$ cat config.mk
export PLATFORM = sky130hd
export DESIGN_NAME = cpu_addr_mode_decoder
export DESIGN_NICKNAME = d
export VERILOG_FILES = /design/src/cpu_addr_mode_pkg.sv /design/src/cpu_addr_mode_decoder.sv
export VERILOG_INCLUDE_DIRS = /design/src
export SDC_FILE = /design/constraint.sdc
export NUM_CORES = 1
export LEC_CHECK = 0
export BUFFER_PORTS_ARGS = -buffer_cell sky130_fd_sc_hd__buf_2
export CORE_UTILIZATION = 25
export CTS_CLUSTER_DIAMETER = 60
export CTS_CLUSTER_SIZE = 8
export DETAILED_ROUTE_END_ITERATION = 7
export PLACE_DENSITY_LB_ADDON = 0.12
export SLEW_MARGIN = 30
export SYNTH_ARGS = -nofsm -noshare
export SYNTH_HDL_FRONTEND = slang
export SYNTH_SLANG_ARGS = --single-unit
$ cat constraint.sdc
create_clock -name clk_i -period 4.9 [get_ports clk_i]
set_clock_uncertainty 0.2 [all_clocks]
set_input_delay 0 -clock clk_i [delete_from_list [all_inputs] [get_ports clk_i]]
set_output_delay 0 -clock clk_i [all_outputs]
set_load 0.02 [all_outputs]
$ cat src/cpu_addr_mode_map.svh
// Purpose: named constants of the operand address decoder
// Assumes: included by its bare name wherever the constants are used
// Notes: opcode rows are the high nibble of the opcode byte
//
// Contract
// RULE1: short forms keep the operand address inside page zero, 0000h to 00FFh. Short indexed and short indirect indexed here reach 01FEh.
// RULE2: long forms reach the full 64 Kbyte space and use more bytes.
// RULE3: read-modify-write opcode rows decode to short addressing forms only.
// RULE4: inherent instructions are one opcode byte with no operand bytes fetched.
// RULE5: immediate instructions carry one operand byte used as a value.
// RULE6: short direct fetches one address byte, used as a page-zero address.
// RULE7: long direct fetches two bytes forming a 16-bit operand address.
// RULE8: indexed address is the unsigned sum of X or Y and the offset.
// RULE9: no-offset indexed fetches nothing and uses the index value alone.
// RULE10: short indexed fetches one offset byte; the sum may reach 1FE.
// RULE11: long indexed fetches a 16-bit offset and adds the index register.
// RULE12: indirect fetches a pointer address byte, reads byte or word pointer.
// RULE13: indirect indexed reads a pointer from page zero and adds the index.
// RULE14: relative mode adds a signed 8-bit offset to the program counter.
// RULE15: relative direct takes the offset from the byte after the opcode.
// RULE16: relative indirect reads the offset from the page-zero address given.
// RULE17: prefix 90 makes an X based instruction use index register Y.
// RULE18: prefix 92 selects indirect forms; prefix 91 selects Y indirect indexed.
// RULE19: set mask gives interrupt level 3, clear mask gives level 0.
// RULE20: halt enters lowest power mode, wait for interrupt enters wait mode.
// RULE21: operand bytes fetch in ascending order, high byte first for words.
`ifndef CPU_ADDR_MODE_MAP_SVH
`define CPU_ADDR_MODE_MAP_SVH

// ==========================================================
// prefix and special opcodes
`define PRE_Y_CODE 8'h90
`define PRE_IND_CODE 8'h92
`define PRE_YIND_CODE 8'h91
`define OP_SET_MASK 8'h9B
`define OP_CLR_MASK 8'h9A
`define OP_HALT 8'h8E
`define OP_WAIT 8'h8F
`define OP_REL_CALL 8'hAD

// ==========================================================
// opcode rows
`define ROW_BITREL 4'h0
`define ROW_BIT 4'h1
`define ROW_REL 4'h2
`define ROW_RMW_DIR 4'h3
`define ROW_INH_A 4'h4
`define ROW_INH_X 4'h5
`define ROW_RMW_IDX_S 4'h6
`define ROW_RMW_IDX0 4'h7
`define ROW_INH_8 4'h8
`define ROW_INH_9 4'h9
`define ROW_IMM 4'hA
`define ROW_DIR_S 4'hB
`define ROW_DIR_L 4'hC
`define ROW_IDX_L 4'hD
`define ROW_IDX_S 4'hE
`define ROW_IDX0 4'hF

// ==========================================================
// byte counts and reset values
`define NO_BYTE 2'h0
`define ONE_BYTE 2'h1
`define TWO_BYTE 2'h2
`define LEN_ZERO 3'h0
`define LEN_ONE 3'h1
`define LEN_TWO 3'h2
`define LEN_THREE 3'h3
`define MASK_SET 2'h3
`define MASK_CLR 2'h0
`define MASK_RESET 2'h3
`define PC_RESET 16'h0000
`define ZERO_PAGE 8'h00

`endif

$ cat src/cpu_addr_mode_pkg.sv
// Purpose: types of the operand address decoder
// Assumes: nothing
// Notes: none
package cpu_addr_mode_pkg;
   typedef enum logic [4:0] {
      M_INH, M_IMM, M_DIR_S, M_DIR_L, M_IDX0, M_IDX_S, M_IDX_L,
      M_IND_S, M_IND_L, M_IIDX_S, M_IIDX_L, M_REL_D, M_REL_I,
      M_BIT_D, M_BIT_I, M_BITREL_D, M_BITREL_I
   } mode_type;
   typedef enum logic [1:0] {P_NONE, P_Y, P_IND, P_YIND} pre_type;
   typedef enum logic [2:0] {
      ST_IDLE, ST_OPC, ST_OPR, ST_PTR, ST_CALC, ST_HALT, ST_WAIT
   } state_type;
   typedef struct packed {
      mode_type mode;
      logic [1:0] nbytes;
      logic [1:0] pbytes;
      logic idx;
      logic use_y;
      logic rmw;
   } dec_type;
endpackage

$ cat src/cpu_addr_mode_decoder.sv
// Purpose: decode addressing mode, fetch operand bytes, form the address
// Assumes: memories answer on the same clock; ack may come any cycle later
// Notes: a request stays up until acked or dropped by a pc load; address moves only after an ack or a load
`timescale 1ns/10ps
`include "cpu_addr_mode_map.svh"
module cpu_addr_mode_decoder
   import cpu_addr_mode_pkg::*;
(
   // clock and reset
   input wire logic clk_i,
   input wire logic arst_n_i,
   // program counter load and wake-up
   input wire logic pc_load_i,
   input wire logic [15:0] pc_value_i,
   input wire logic wake_i,
   // index registers
   input wire logic [7:0] x_i,
   input wire logic [7:0] y_i,
   // program byte fetch
   output logic prog_rd_o,
   output logic [15:0] prog_addr_o,
   input wire logic [7:0] prog_data_i,
   input wire logic prog_ack_i,
   // pointer read from data memory
   output logic data_rd_o,
   output logic [15:0] data_addr_o,
   input wire logic [7:0] data_data_i,
   input wire logic data_ack_i,
   // result of one instruction
   output logic ea_valid_o,
   output logic [15:0] ea_o,
   output logic [15:0] branch_o,
   output logic [7:0] imm_o,
   output mode_type mode_o,
   output logic [2:0] len_o,
   // processor status
   output logic [1:0] irq_level_o,
   output logic halt_o,
   output logic wait_o
);

   // ==========================================================
   // helpers
   function automatic logic [15:0] rel_target(input logic [15:0] pc,
                                              input logic [7:0] ofs);
      rel_target = pc + {{8{ofs[7]}}, ofs};
   endfunction

   function automatic dec_type decode_op(input pre_type pre,
                                         input logic [7:0] op);
      dec_type d;
      logic ind;
      d = '0;
      ind = (pre == P_IND) || (pre == P_YIND);
      d.use_y = (pre == P_Y) || (pre == P_YIND); // [RULE17] [RULE18]
      unique case (op[7:4])
         `ROW_BITREL: begin
            d.mode = ind ? M_BITREL_I : M_BITREL_D; // [RULE18]
            d.nbytes = `TWO_BYTE;
            d.pbytes = ind ? `ONE_BYTE : `NO_BYTE;
            d.rmw = 1'b1;
         end
         `ROW_BIT: begin
            d.mode = ind ? M_BIT_I : M_BIT_D;
            d.nbytes = `ONE_BYTE;
            d.pbytes = ind ? `ONE_BYTE : `NO_BYTE;
            d.rmw = 1'b1;
         end
         `ROW_REL: begin
            d.mode = ind ? M_REL_I : M_REL_D; // [RULE15] [RULE16]
            d.nbytes = `ONE_BYTE;
            d.pbytes = ind ? `ONE_BYTE : `NO_BYTE;
         end
         `ROW_RMW_DIR: begin
            d.mode = ind ? M_IND_S : M_DIR_S; // [RULE3]
            d.nbytes = `ONE_BYTE;
            d.pbytes = ind ? `ONE_BYTE : `NO_BYTE;
            d.rmw = 1'b1;
         end
         `ROW_RMW_IDX_S: begin
            d.mode = ind ? M_IIDX_S : M_IDX_S; // [RULE3]
            d.nbytes = `ONE_BYTE;
            d.pbytes = ind ? `ONE_BYTE : `NO_BYTE;
            d.idx = 1'b1;
            d.rmw = 1'b1;
         end
         `ROW_RMW_IDX0: begin
            d.mode = M_IDX0; // [RULE3] [RULE9]
            d.idx = 1'b1;
            d.rmw = 1'b1;
         end
         `ROW_INH_A, `ROW_INH_X, `ROW_INH_8, `ROW_INH_9: begin
            d.mode = M_INH; // [RULE4]
         end
         `ROW_IMM: begin
            d.mode = (op == `OP_REL_CALL) ? M_REL_D : M_IMM; // [RULE5]
            d.nbytes = `ONE_BYTE;
         end
         `ROW_DIR_S: begin
            d.mode = ind ? M_IND_S : M_DIR_S; // [RULE6] [RULE12]
            d.nbytes = `ONE_BYTE;
            d.pbytes = ind ? `ONE_BYTE : `NO_BYTE;
         end
         `ROW_DIR_L: begin
            d.mode = ind ? M_IND_L : M_DIR_L; // [RULE7] [RULE12]
            d.nbytes = ind ? `ONE_BYTE : `TWO_BYTE;
            d.pbytes = ind ? `TWO_BYTE : `NO_BYTE;
         end
         `ROW_IDX_L: begin
            d.mode = ind ? M_IIDX_L : M_IDX_L; // [RULE11] [RULE13]
            d.nbytes = ind ? `ONE_BYTE : `TWO_BYTE;
            d.pbytes = ind ? `TWO_BYTE : `NO_BYTE;
            d.idx = 1'b1;
         end
         `ROW_IDX_S: begin
            d.mode = ind ? M_IIDX_S : M_IDX_S; // [RULE10] [RULE13]
            d.nbytes = `ONE_BYTE;
            d.pbytes = ind ? `ONE_BYTE : `NO_BYTE;
            d.idx = 1'b1;
         end
         `ROW_IDX0: begin
            d.mode = M_IDX0; // [RULE9]
            d.idx = 1'b1;
         end
      endcase
      decode_op = d;
   endfunction

   // ==========================================================
   // sequencing state
   state_type state_reg, state_next;
   logic [15:0] pc_reg, pc_next;
   logic [7:0] opc_reg, opc_next;
   pre_type pre_reg, pre_next;
   dec_type dec_reg, dec_next;
   logic [15:0] opr_reg, opr_next;
   logic [15:0] ptr_reg, ptr_next;
   logic [1:0] cnt_reg, cnt_next;
   logic [1:0] pcnt_reg, pcnt_next;
   logic [2:0] len_reg, len_next;
   logic [15:0] daddr_reg, daddr_next;
   logic prd_reg, prd_next;
   logic drd_reg, drd_next;
   logic acc_p, acc_d;
   dec_type d_new;
   logic [7:0] pa;

   assign acc_p = prd_reg && prog_ack_i;
   assign acc_d = drd_reg && data_ack_i;

   // next values of the fetch and pointer sequencer
   always_comb begin
      state_next = state_reg;
      pc_next = pc_reg;
      opc_next = opc_reg;
      pre_next = pre_reg;
      dec_next = dec_reg;
      opr_next = opr_reg;
      ptr_next = ptr_reg;
      cnt_next = cnt_reg;
      pcnt_next = pcnt_reg;
      len_next = len_reg;
      daddr_next = daddr_reg;
      d_new = decode_op(pre_reg, prog_data_i);
      pa = `ZERO_PAGE;
      unique case (state_reg)
         ST_IDLE: begin
         end
         ST_OPC: if (acc_p) begin
            pc_next = pc_reg + 16'h0001; // [RULE21]
            len_next = len_reg + `LEN_ONE;
            if (pre_reg == P_NONE && prog_data_i == `PRE_Y_CODE) begin
               pre_next = P_Y; // [RULE17]
            end else if (pre_reg == P_NONE &&
                         prog_data_i == `PRE_IND_CODE) begin
               pre_next = P_IND; // [RULE18]
            end else if (pre_reg == P_NONE &&
                         prog_data_i == `PRE_YIND_CODE) begin
               pre_next = P_YIND; // [RULE18]
            end else begin
               opc_next = prog_data_i;
               dec_next = d_new;
               opr_next = 16'h0000;
               ptr_next = 16'h0000;
               cnt_next = d_new.nbytes;
               state_next = (d_new.nbytes != `NO_BYTE) ? ST_OPR :
                            ST_CALC; // [RULE4]
            end
         end
         ST_OPR: if (acc_p) begin
            pc_next = pc_reg + 16'h0001;
            len_next = len_reg + `LEN_ONE;
            opr_next = {opr_reg[7:0], prog_data_i}; // [RULE21]
            cnt_next = cnt_reg - `ONE_BYTE;
            if (cnt_reg == `ONE_BYTE) begin
               pcnt_next = dec_reg.pbytes;
               pa = (dec_reg.mode == M_BITREL_I) ? opr_reg[7:0] :
                    prog_data_i;
               daddr_next = {`ZERO_PAGE, pa}; // [RULE12] [RULE13]
               state_next = (dec_reg.pbytes != `NO_BYTE) ? ST_PTR :
                            ST_CALC;
            end
         end
         ST_PTR: if (acc_d) begin
            ptr_next = {ptr_reg[7:0], data_data_i}; // [RULE12]
            pcnt_next = pcnt_reg - `ONE_BYTE;
            daddr_next = {`ZERO_PAGE, daddr_reg[7:0] + 8'h01};
            if (pcnt_reg == `ONE_BYTE) begin
               state_next = ST_CALC;
            end
         end
         ST_CALC: begin
            pre_next = P_NONE;
            len_next = `LEN_ZERO;
            if (opc_reg == `OP_HALT && dec_reg.mode == M_INH) begin
               state_next = ST_HALT; // [RULE20]
            end else if (opc_reg == `OP_WAIT &&
                         dec_reg.mode == M_INH) begin
               state_next = ST_WAIT; // [RULE20]
            end else begin
               state_next = ST_OPC;
            end
         end
         ST_HALT, ST_WAIT: if (wake_i) begin
            state_next = ST_OPC;
         end
      endcase
      if (pc_load_i) begin
         state_next = ST_OPC;
         pc_next = pc_value_i;
         pre_next = P_NONE;
         len_next = `LEN_ZERO;
      end
      // a load drops the request for one cycle, so that an answer still
      // in flight for the old address is refused, not taken as an opcode
      prd_next = ((state_next == ST_OPC) || (state_next == ST_OPR)) &&
                 !pc_load_i; // [RULE21]
      drd_next = (state_next == ST_PTR);
   end

   // registers of the sequencer
   always_ff @(posedge clk_i or negedge arst_n_i) begin
      if (!arst_n_i) begin
         state_reg <= ST_IDLE;
         pc_reg <= `PC_RESET;
         opc_reg <= 8'h00;
         pre_reg <= P_NONE;
         dec_reg <= '0;
         opr_reg <= 16'h0000;
         ptr_reg <= 16'h0000;
         cnt_reg <= `NO_BYTE;
         pcnt_reg <= `NO_BYTE;
         len_reg <= `LEN_ZERO;
         daddr_reg <= 16'h0000;
         prd_reg <= 1'b0;
         drd_reg <= 1'b0;
      end else begin
         state_reg <= state_next;
         pc_reg <= pc_next;
         opc_reg <= opc_next;
         pre_reg <= pre_next;
         dec_reg <= dec_next;
         opr_reg <= opr_next;
         ptr_reg <= ptr_next;
         cnt_reg <= cnt_next;
         pcnt_reg <= pcnt_next;
         len_reg <= len_next;
         daddr_reg <= daddr_next;
         prd_reg <= prd_next;
         drd_reg <= drd_next;
      end
   end

   // ==========================================================
   // result state
   logic [15:0] ea_reg, ea_next;
   logic [15:0] br_reg, br_next;
   logic [7:0] imm_reg, imm_next;
   logic [7:0] idx_reg, idx_next;
   mode_type mode_reg, mode_next;
   logic [2:0] lenq_reg, lenq_next;
   logic val_reg, val_next;
   logic [1:0] mask_reg, mask_next;
   logic halt_reg, halt_next;
   logic wait_reg, wait_next;
   logic [15:0] idxw;

   // effective address and status updates at the end of an instruction
   always_comb begin
      ea_next = ea_reg;
      br_next = br_reg;
      imm_next = imm_reg;
      idx_next = idx_reg;
      mode_next = mode_reg;
      lenq_next = lenq_reg;
      mask_next = mask_reg;
      halt_next = halt_reg && !wake_i;
      wait_next = wait_reg && !wake_i;
      val_next = 1'b0;
      idx_next = dec_reg.use_y ? y_i : x_i; // [RULE17]
      idxw = {`ZERO_PAGE, idx_next};
      if (state_reg == ST_CALC) begin
         val_next = 1'b1;
         mode_next = dec_reg.mode;
         lenq_next = len_reg;
         imm_next = opr_reg[7:0]; // [RULE5]
         br_next = 16'h0000;
         unique case (dec_reg.mode)
            M_INH, M_IMM: ea_next = 16'h0000;
            M_DIR_S, M_DIR_L, M_BIT_D: ea_next = opr_reg; // [RULE1] [RULE2]
            M_IDX0, M_IDX_S, M_IDX_L: ea_next = opr_reg + idxw; // [RULE8]
            M_IND_S, M_IND_L, M_BIT_I: ea_next = ptr_reg; // [RULE12]
            M_IIDX_S, M_IIDX_L: ea_next = ptr_reg + idxw; // [RULE13]
            M_REL_D: begin
               ea_next = rel_target(pc_reg, opr_reg[7:0]); // [RULE14]
               br_next = ea_next;
            end
            M_REL_I: begin
               ea_next = rel_target(pc_reg, ptr_reg[7:0]); // [RULE16]
               br_next = ea_next;
            end
            M_BITREL_D: begin
               ea_next = {`ZERO_PAGE, opr_reg[15:8]};
               br_next = rel_target(pc_reg, opr_reg[7:0]);
            end
            M_BITREL_I: begin
               ea_next = {`ZERO_PAGE, ptr_reg[7:0]};
               br_next = rel_target(pc_reg, opr_reg[7:0]);
            end
         endcase
         if (dec_reg.mode == M_INH) begin
            if (opc_reg == `OP_SET_MASK) mask_next = `MASK_SET; // [RULE19]
            if (opc_reg == `OP_CLR_MASK) mask_next = `MASK_CLR; // [RULE19]
            if (opc_reg == `OP_HALT) halt_next = 1'b1; // [RULE20]
            if (opc_reg == `OP_WAIT) wait_next = 1'b1; // [RULE20]
         end
      end
   end

   // registers of the result
   always_ff @(posedge clk_i or negedge arst_n_i) begin
      if (!arst_n_i) begin
         ea_reg <= 16'h0000;
         br_reg <= 16'h0000;
         imm_reg <= 8'h00;
         idx_reg <= 8'h00;
         mode_reg <= M_INH;
         lenq_reg <= `LEN_ZERO;
         val_reg <= 1'b0;
         mask_reg <= `MASK_RESET;
         halt_reg <= 1'b0;
         wait_reg <= 1'b0;
      end else begin
         ea_reg <= ea_next;
         br_reg <= br_next;
         imm_reg <= imm_next;
         idx_reg <= idx_next;
         mode_reg <= mode_next;
         lenq_reg <= lenq_next;
         val_reg <= val_next;
         mask_reg <= mask_next;
         halt_reg <= halt_next;
         wait_reg <= wait_next;
      end
   end

   // outputs straight from flip-flops
   assign prog_rd_o = prd_reg;
   assign prog_addr_o = pc_reg;
   assign data_rd_o = drd_reg;
   assign data_addr_o = daddr_reg;
   assign ea_valid_o = val_reg;
   assign ea_o = ea_reg;
   assign branch_o = br_reg;
   assign imm_o = imm_reg;
   assign mode_o = mode_reg;
   assign len_o = lenq_reg;
   assign irq_level_o = mask_reg;
   assign halt_o = halt_reg;
   assign wait_o = wait_reg;
endmodule // cpu_addr_mode_decoder

==> results.py <==
metrics = {
    "run_status": {
        "outcome": "finished, final reports clean",
    },
    "setup_path": {
        "critPathCaptureType": "register",
        "crit_type": "register to register",
        "crit_family": "compound AO/OA/AOI/OAI gates",
        "path_max_fanout": 17,
        "cpPeakStageDelay_ns": 0.58,
        "critical_path_arrival_ns": 4.01,
        "r2r_start": "dec_reg[10]",
        "path_cells": "nor3b_1 > nand2_1 > buf_4 > mux2_2 > ha_1 > a211oi_1 > o211ai_1 > a31oi_1 > nor2_1 > xnor2_1 > a221oi_1 > o21ai_0",
        "slowest_stage": "a31oi_1",
        "worst-path-buf-inv": 1,
        "cp_data_required_time_ns": 5.03,
        "crit_path_start": "dec_reg[10]",
        "start_kind": "register",
    },
    "global_routing": {
        "grt_pass1_vias": 8475,
        "grt_pass1_wl_microns": 53400,
        "grt_use_total": 0.186,
        "grt-ovfl-total": 0,
        "grt_max_degree": 64,
        "antenna_found_initial": 1,
    },
    "synthesis": {
        "yosys.area.top_type": "dfrtp_1",
        "netlist_top_cells_area": "dfrtp_1, nand2_1, ha_1",
        "synth_edf_count": 0,
        "synthSimpleGateAreaFrac": 0.209,
        "yosysUniqueCellTypes": 80,
        "muxShareOfSynthArea": 0.0509,
        "synth_xor_area_frac": 0.0509,
        "yosys_most_used_dff": "dfrtp_1",
        "syn_avg_cell_area_sq_um": 8.53,
        "synthAdderAreaFrac": 0.0655,
        "yosys.area.top_type_share": 0.369,
        "yosysWarnings": 0,
        "synth-seq-cells": 138,
        "synth_cells": 1089,
        "synth_compound_area_frac": 0.210,
        "syn-cell-area_sq_um": 9290,
        "async_reset_ff_frac": 1.00,
        "yosysSeqAreaShare": 0.372,
        "synth_top_family_by_area": "compound AO/OA/AOI/OAI gates",
    },
    "sta": {
        "max_slew_margin": 0.415,
        "setup_viol": 0,
        "rsz0062_at_grt": "no",
        "fmax_mhz": 258,
        "min_period_ns": 3.88,
        "fin_tns_setup_ns": 0,
        "hold_viol": 0,
        "worst_slew_pin_slew_ns": 0.877,
        "finalCritPeriodShare": 0.791,
        "maxSlewViolCount": 0,
    },
    "power_and_ir_drop": {
        "power_per_cell_area_nw_per_um2": 410,
        "internal-power_mw": 2.72,
        "power_frac_comb": 0.366,
        "p_sw_mw": 1.98,
        "seqPwrFrac": 0.352,
        "switching_share": 0.422,
        "ir_worst_vdd_mv": 0.230,
        "p_leak_nw": 5.21,
        "clkPwrFrac": 0.282,
    },
    "drt": {
        "via_count": 8708,
        "drtAntennaViolNets": 0,
        "drcViolationCount": 0,
        "drt-total-wl_microns": 34400,
        "drtIter0Drc": 558,
        "dr.pass1.iters": 5,
        "routedWlPerCell_microns": 19.9,
        "via_per_inst": 5.04,
    },
    "place": {
        "port_buffers": 132,
        "dp_hpwl_microns": 25800,
        "placed_area_sq_um": 10400,
        "gp_congestion": 0.860,
        "dp_cells": 1649,
    },
    "layout": {
        "n_antenna_cell": 0,
        "nFillCells": 3966,
        "utilization": 0.313,
        "nets": 1347,
        "final_cells": 1728,
        "areaGrowthSynthToFinish_pct": 23.4,
        "design_area_sq_um": 11500,
        "multi_input_area_sq_um": 5490,
        "seq_area_sq_um": 3450,
        "post_route_cells_drive_above_1_share": 0.180,
    },
    "clock_network": {
        "htreeDepth": 4,
        "clock_tree.buffer_depth": 2,
        "clk_pin_slew_ns": 0.07,
        "clockRootBuffer": "clkbuf_16",
        "cts_resized": 0,
        "cts_sinks": 138,
        "cts_made_buffers": 17,
        "post-cts-setup-buffers": 0,
        "cts_tree": "yes",
        "hold_buffers": 47,
        "clk_latency_ns": 0.45,
    },
    "floorplan": {
        "initial_core_util": 0.254,
        "ios": 141,
        "die_area_sq_um": 37900,
        "coreArea_sq_um": 36600,
        "fp.dieW_microns": 195,
        "num_rows": 70,
        "die_y_microns": 195,
    },
    "min_path": {
        "hold_start": "y_i[0]",
        "hp-class": "input port to register",
    },
    "flow_run": {
        "drv_cap": 0,
    },
}
[logic make-up after synthesis]
logic type	after synthesis
AOI/OAI and AO/OA	300
xor gates and xnor gates	54
DFF	138
adders and majority gates	47
buffers and inverters	87
other	1
muxes	44
and+or+nand+nor	418
[power groups by stage]
stage                     sequential [mW]  clock (mW)  combinational [mW]
final                                1.65        1.33                1.72
after CTS                            1.66        1.37                1.74
after detailed placement             1.68           0                1.70
after floorplan                      1.70           0                1.06
after global placement               1.68           0                1.71
after global routing                 1.70        1.41                1.89
[per-layer routing]
| metal | GRT usage | wire (microns) |
|---|---|---|
| met2 | 0.318 | 17000 |
| met4 | 0.0437 | 469 |
| met5 | 0 | 13 |
| met1 | 0.244 | 15800 |
| met3 | 0.0295 | 1100 |
[worst register-to-register path, stage by stage, from the launching register on]
cell      delay [ns]
dfrtp_1         0.54
nor3b_1         0.33
nand2_1         0.13
buf_4           0.24
mux2_2          0.31
ha_1            0.29
a211oi_1        0.34
o211ai_1        0.18
a31oi_1         0.58
nor2_1          0.14
xnor2_1         0.15
a221oi_1        0.23
o21ai_0         0.10
[cells in the mapped netlist, types with 4 or more instances]
library cell,instances
o21bai_1,4
ha_1,43
a32oi_1,5
a22o_1,10
a222oi_1,5
nor4_1,4
a31oi_1,12
and2_1,4
nor2b_1,10
nor3_1,22
xor2_1,25
nand3_1,46
a21oi_1,57
o211ai_1,9
o21ai_1,5
buf_4,10
mux2_2,26
nand2_1,218
mux2i_1,18
a211oi_1,15
o22a_1,5
o31ai_1,6
inv_1,24
nand2b_1,7
and3_1,11
a21o_1,9
buf_2,4
o21a_1,6
nor2_1,56
nand4_1,5
a221oi_1,8
clkbuf_1,45
or3_1,6
xnor2_1,29
or2_2,5
o21ai_0,96
dfrtp_1,137
a22oi_1,16
[area by class of cell]
| cell class | instances | share of cell area |
|---|---|---|
| Clock buffer | 17 | 0.0371 |
| Clock inverter | 15 | 0.0133 |
| Inverter | 24 | 0.00786 |
| Multi-Input combinational cell | 871 | 0.479 |
| Sequential cell | 138 | 0.301 |
| Tap cell | 468 | 0.0511 |
| Timing Repair Buffer | 195 | 0.111 |
[cell usage in the layout (no fill, tap or decap), types with 17 or more instances in the layout]
cell type / synthesis / routed
nand2_1: 218 / 218
clkbuf_16: 0 / 17
o21ai_0: 96 / 96
nor3_1: 22 / 21
dfrtp_1: 137 / 137
inv_1: 24 / 24
dlygate4sd3_1: 0 / 46
nand3_1: 46 / 46
buf_2: 4 / 131
mux2_2: 26 / 26
mux2i_1: 18 / 18
ha_1: 43 / 43
nor2_1: 56 / 55
xor2_1: 25 / 25
a21oi_1: 57 / 57
xnor2_1: 29 / 29
[through the flow]
step                      power [mW]  hold slack [ns]  setup slack [ns]
after floorplan                 2.76           -0.496              1.22
after global placement          3.38           -0.263              1.12
after detailed placement        3.38           -0.260              1.08
after CTS                       4.77           0.0389              1.07
after global routing            5.00           0.0621             0.737
final                           4.70           0.0441              1.02
[path summary, 6_finish.rpt]
path,end,slack [ns],depth (start not counted)
setup / recovery,ea_o[11],1.02,12
hold / removal,ea_o[0],0.04,5
setup reg to reg,ea_o[11],1.02,12
hold reg to reg,mode_o[1],0.27,2
max in group asynchronous,data_addr_o[5],3.25,4
min in group asynchronous,irq_level_o[0],0.45,3
Power figures use the tool's default switching activity.
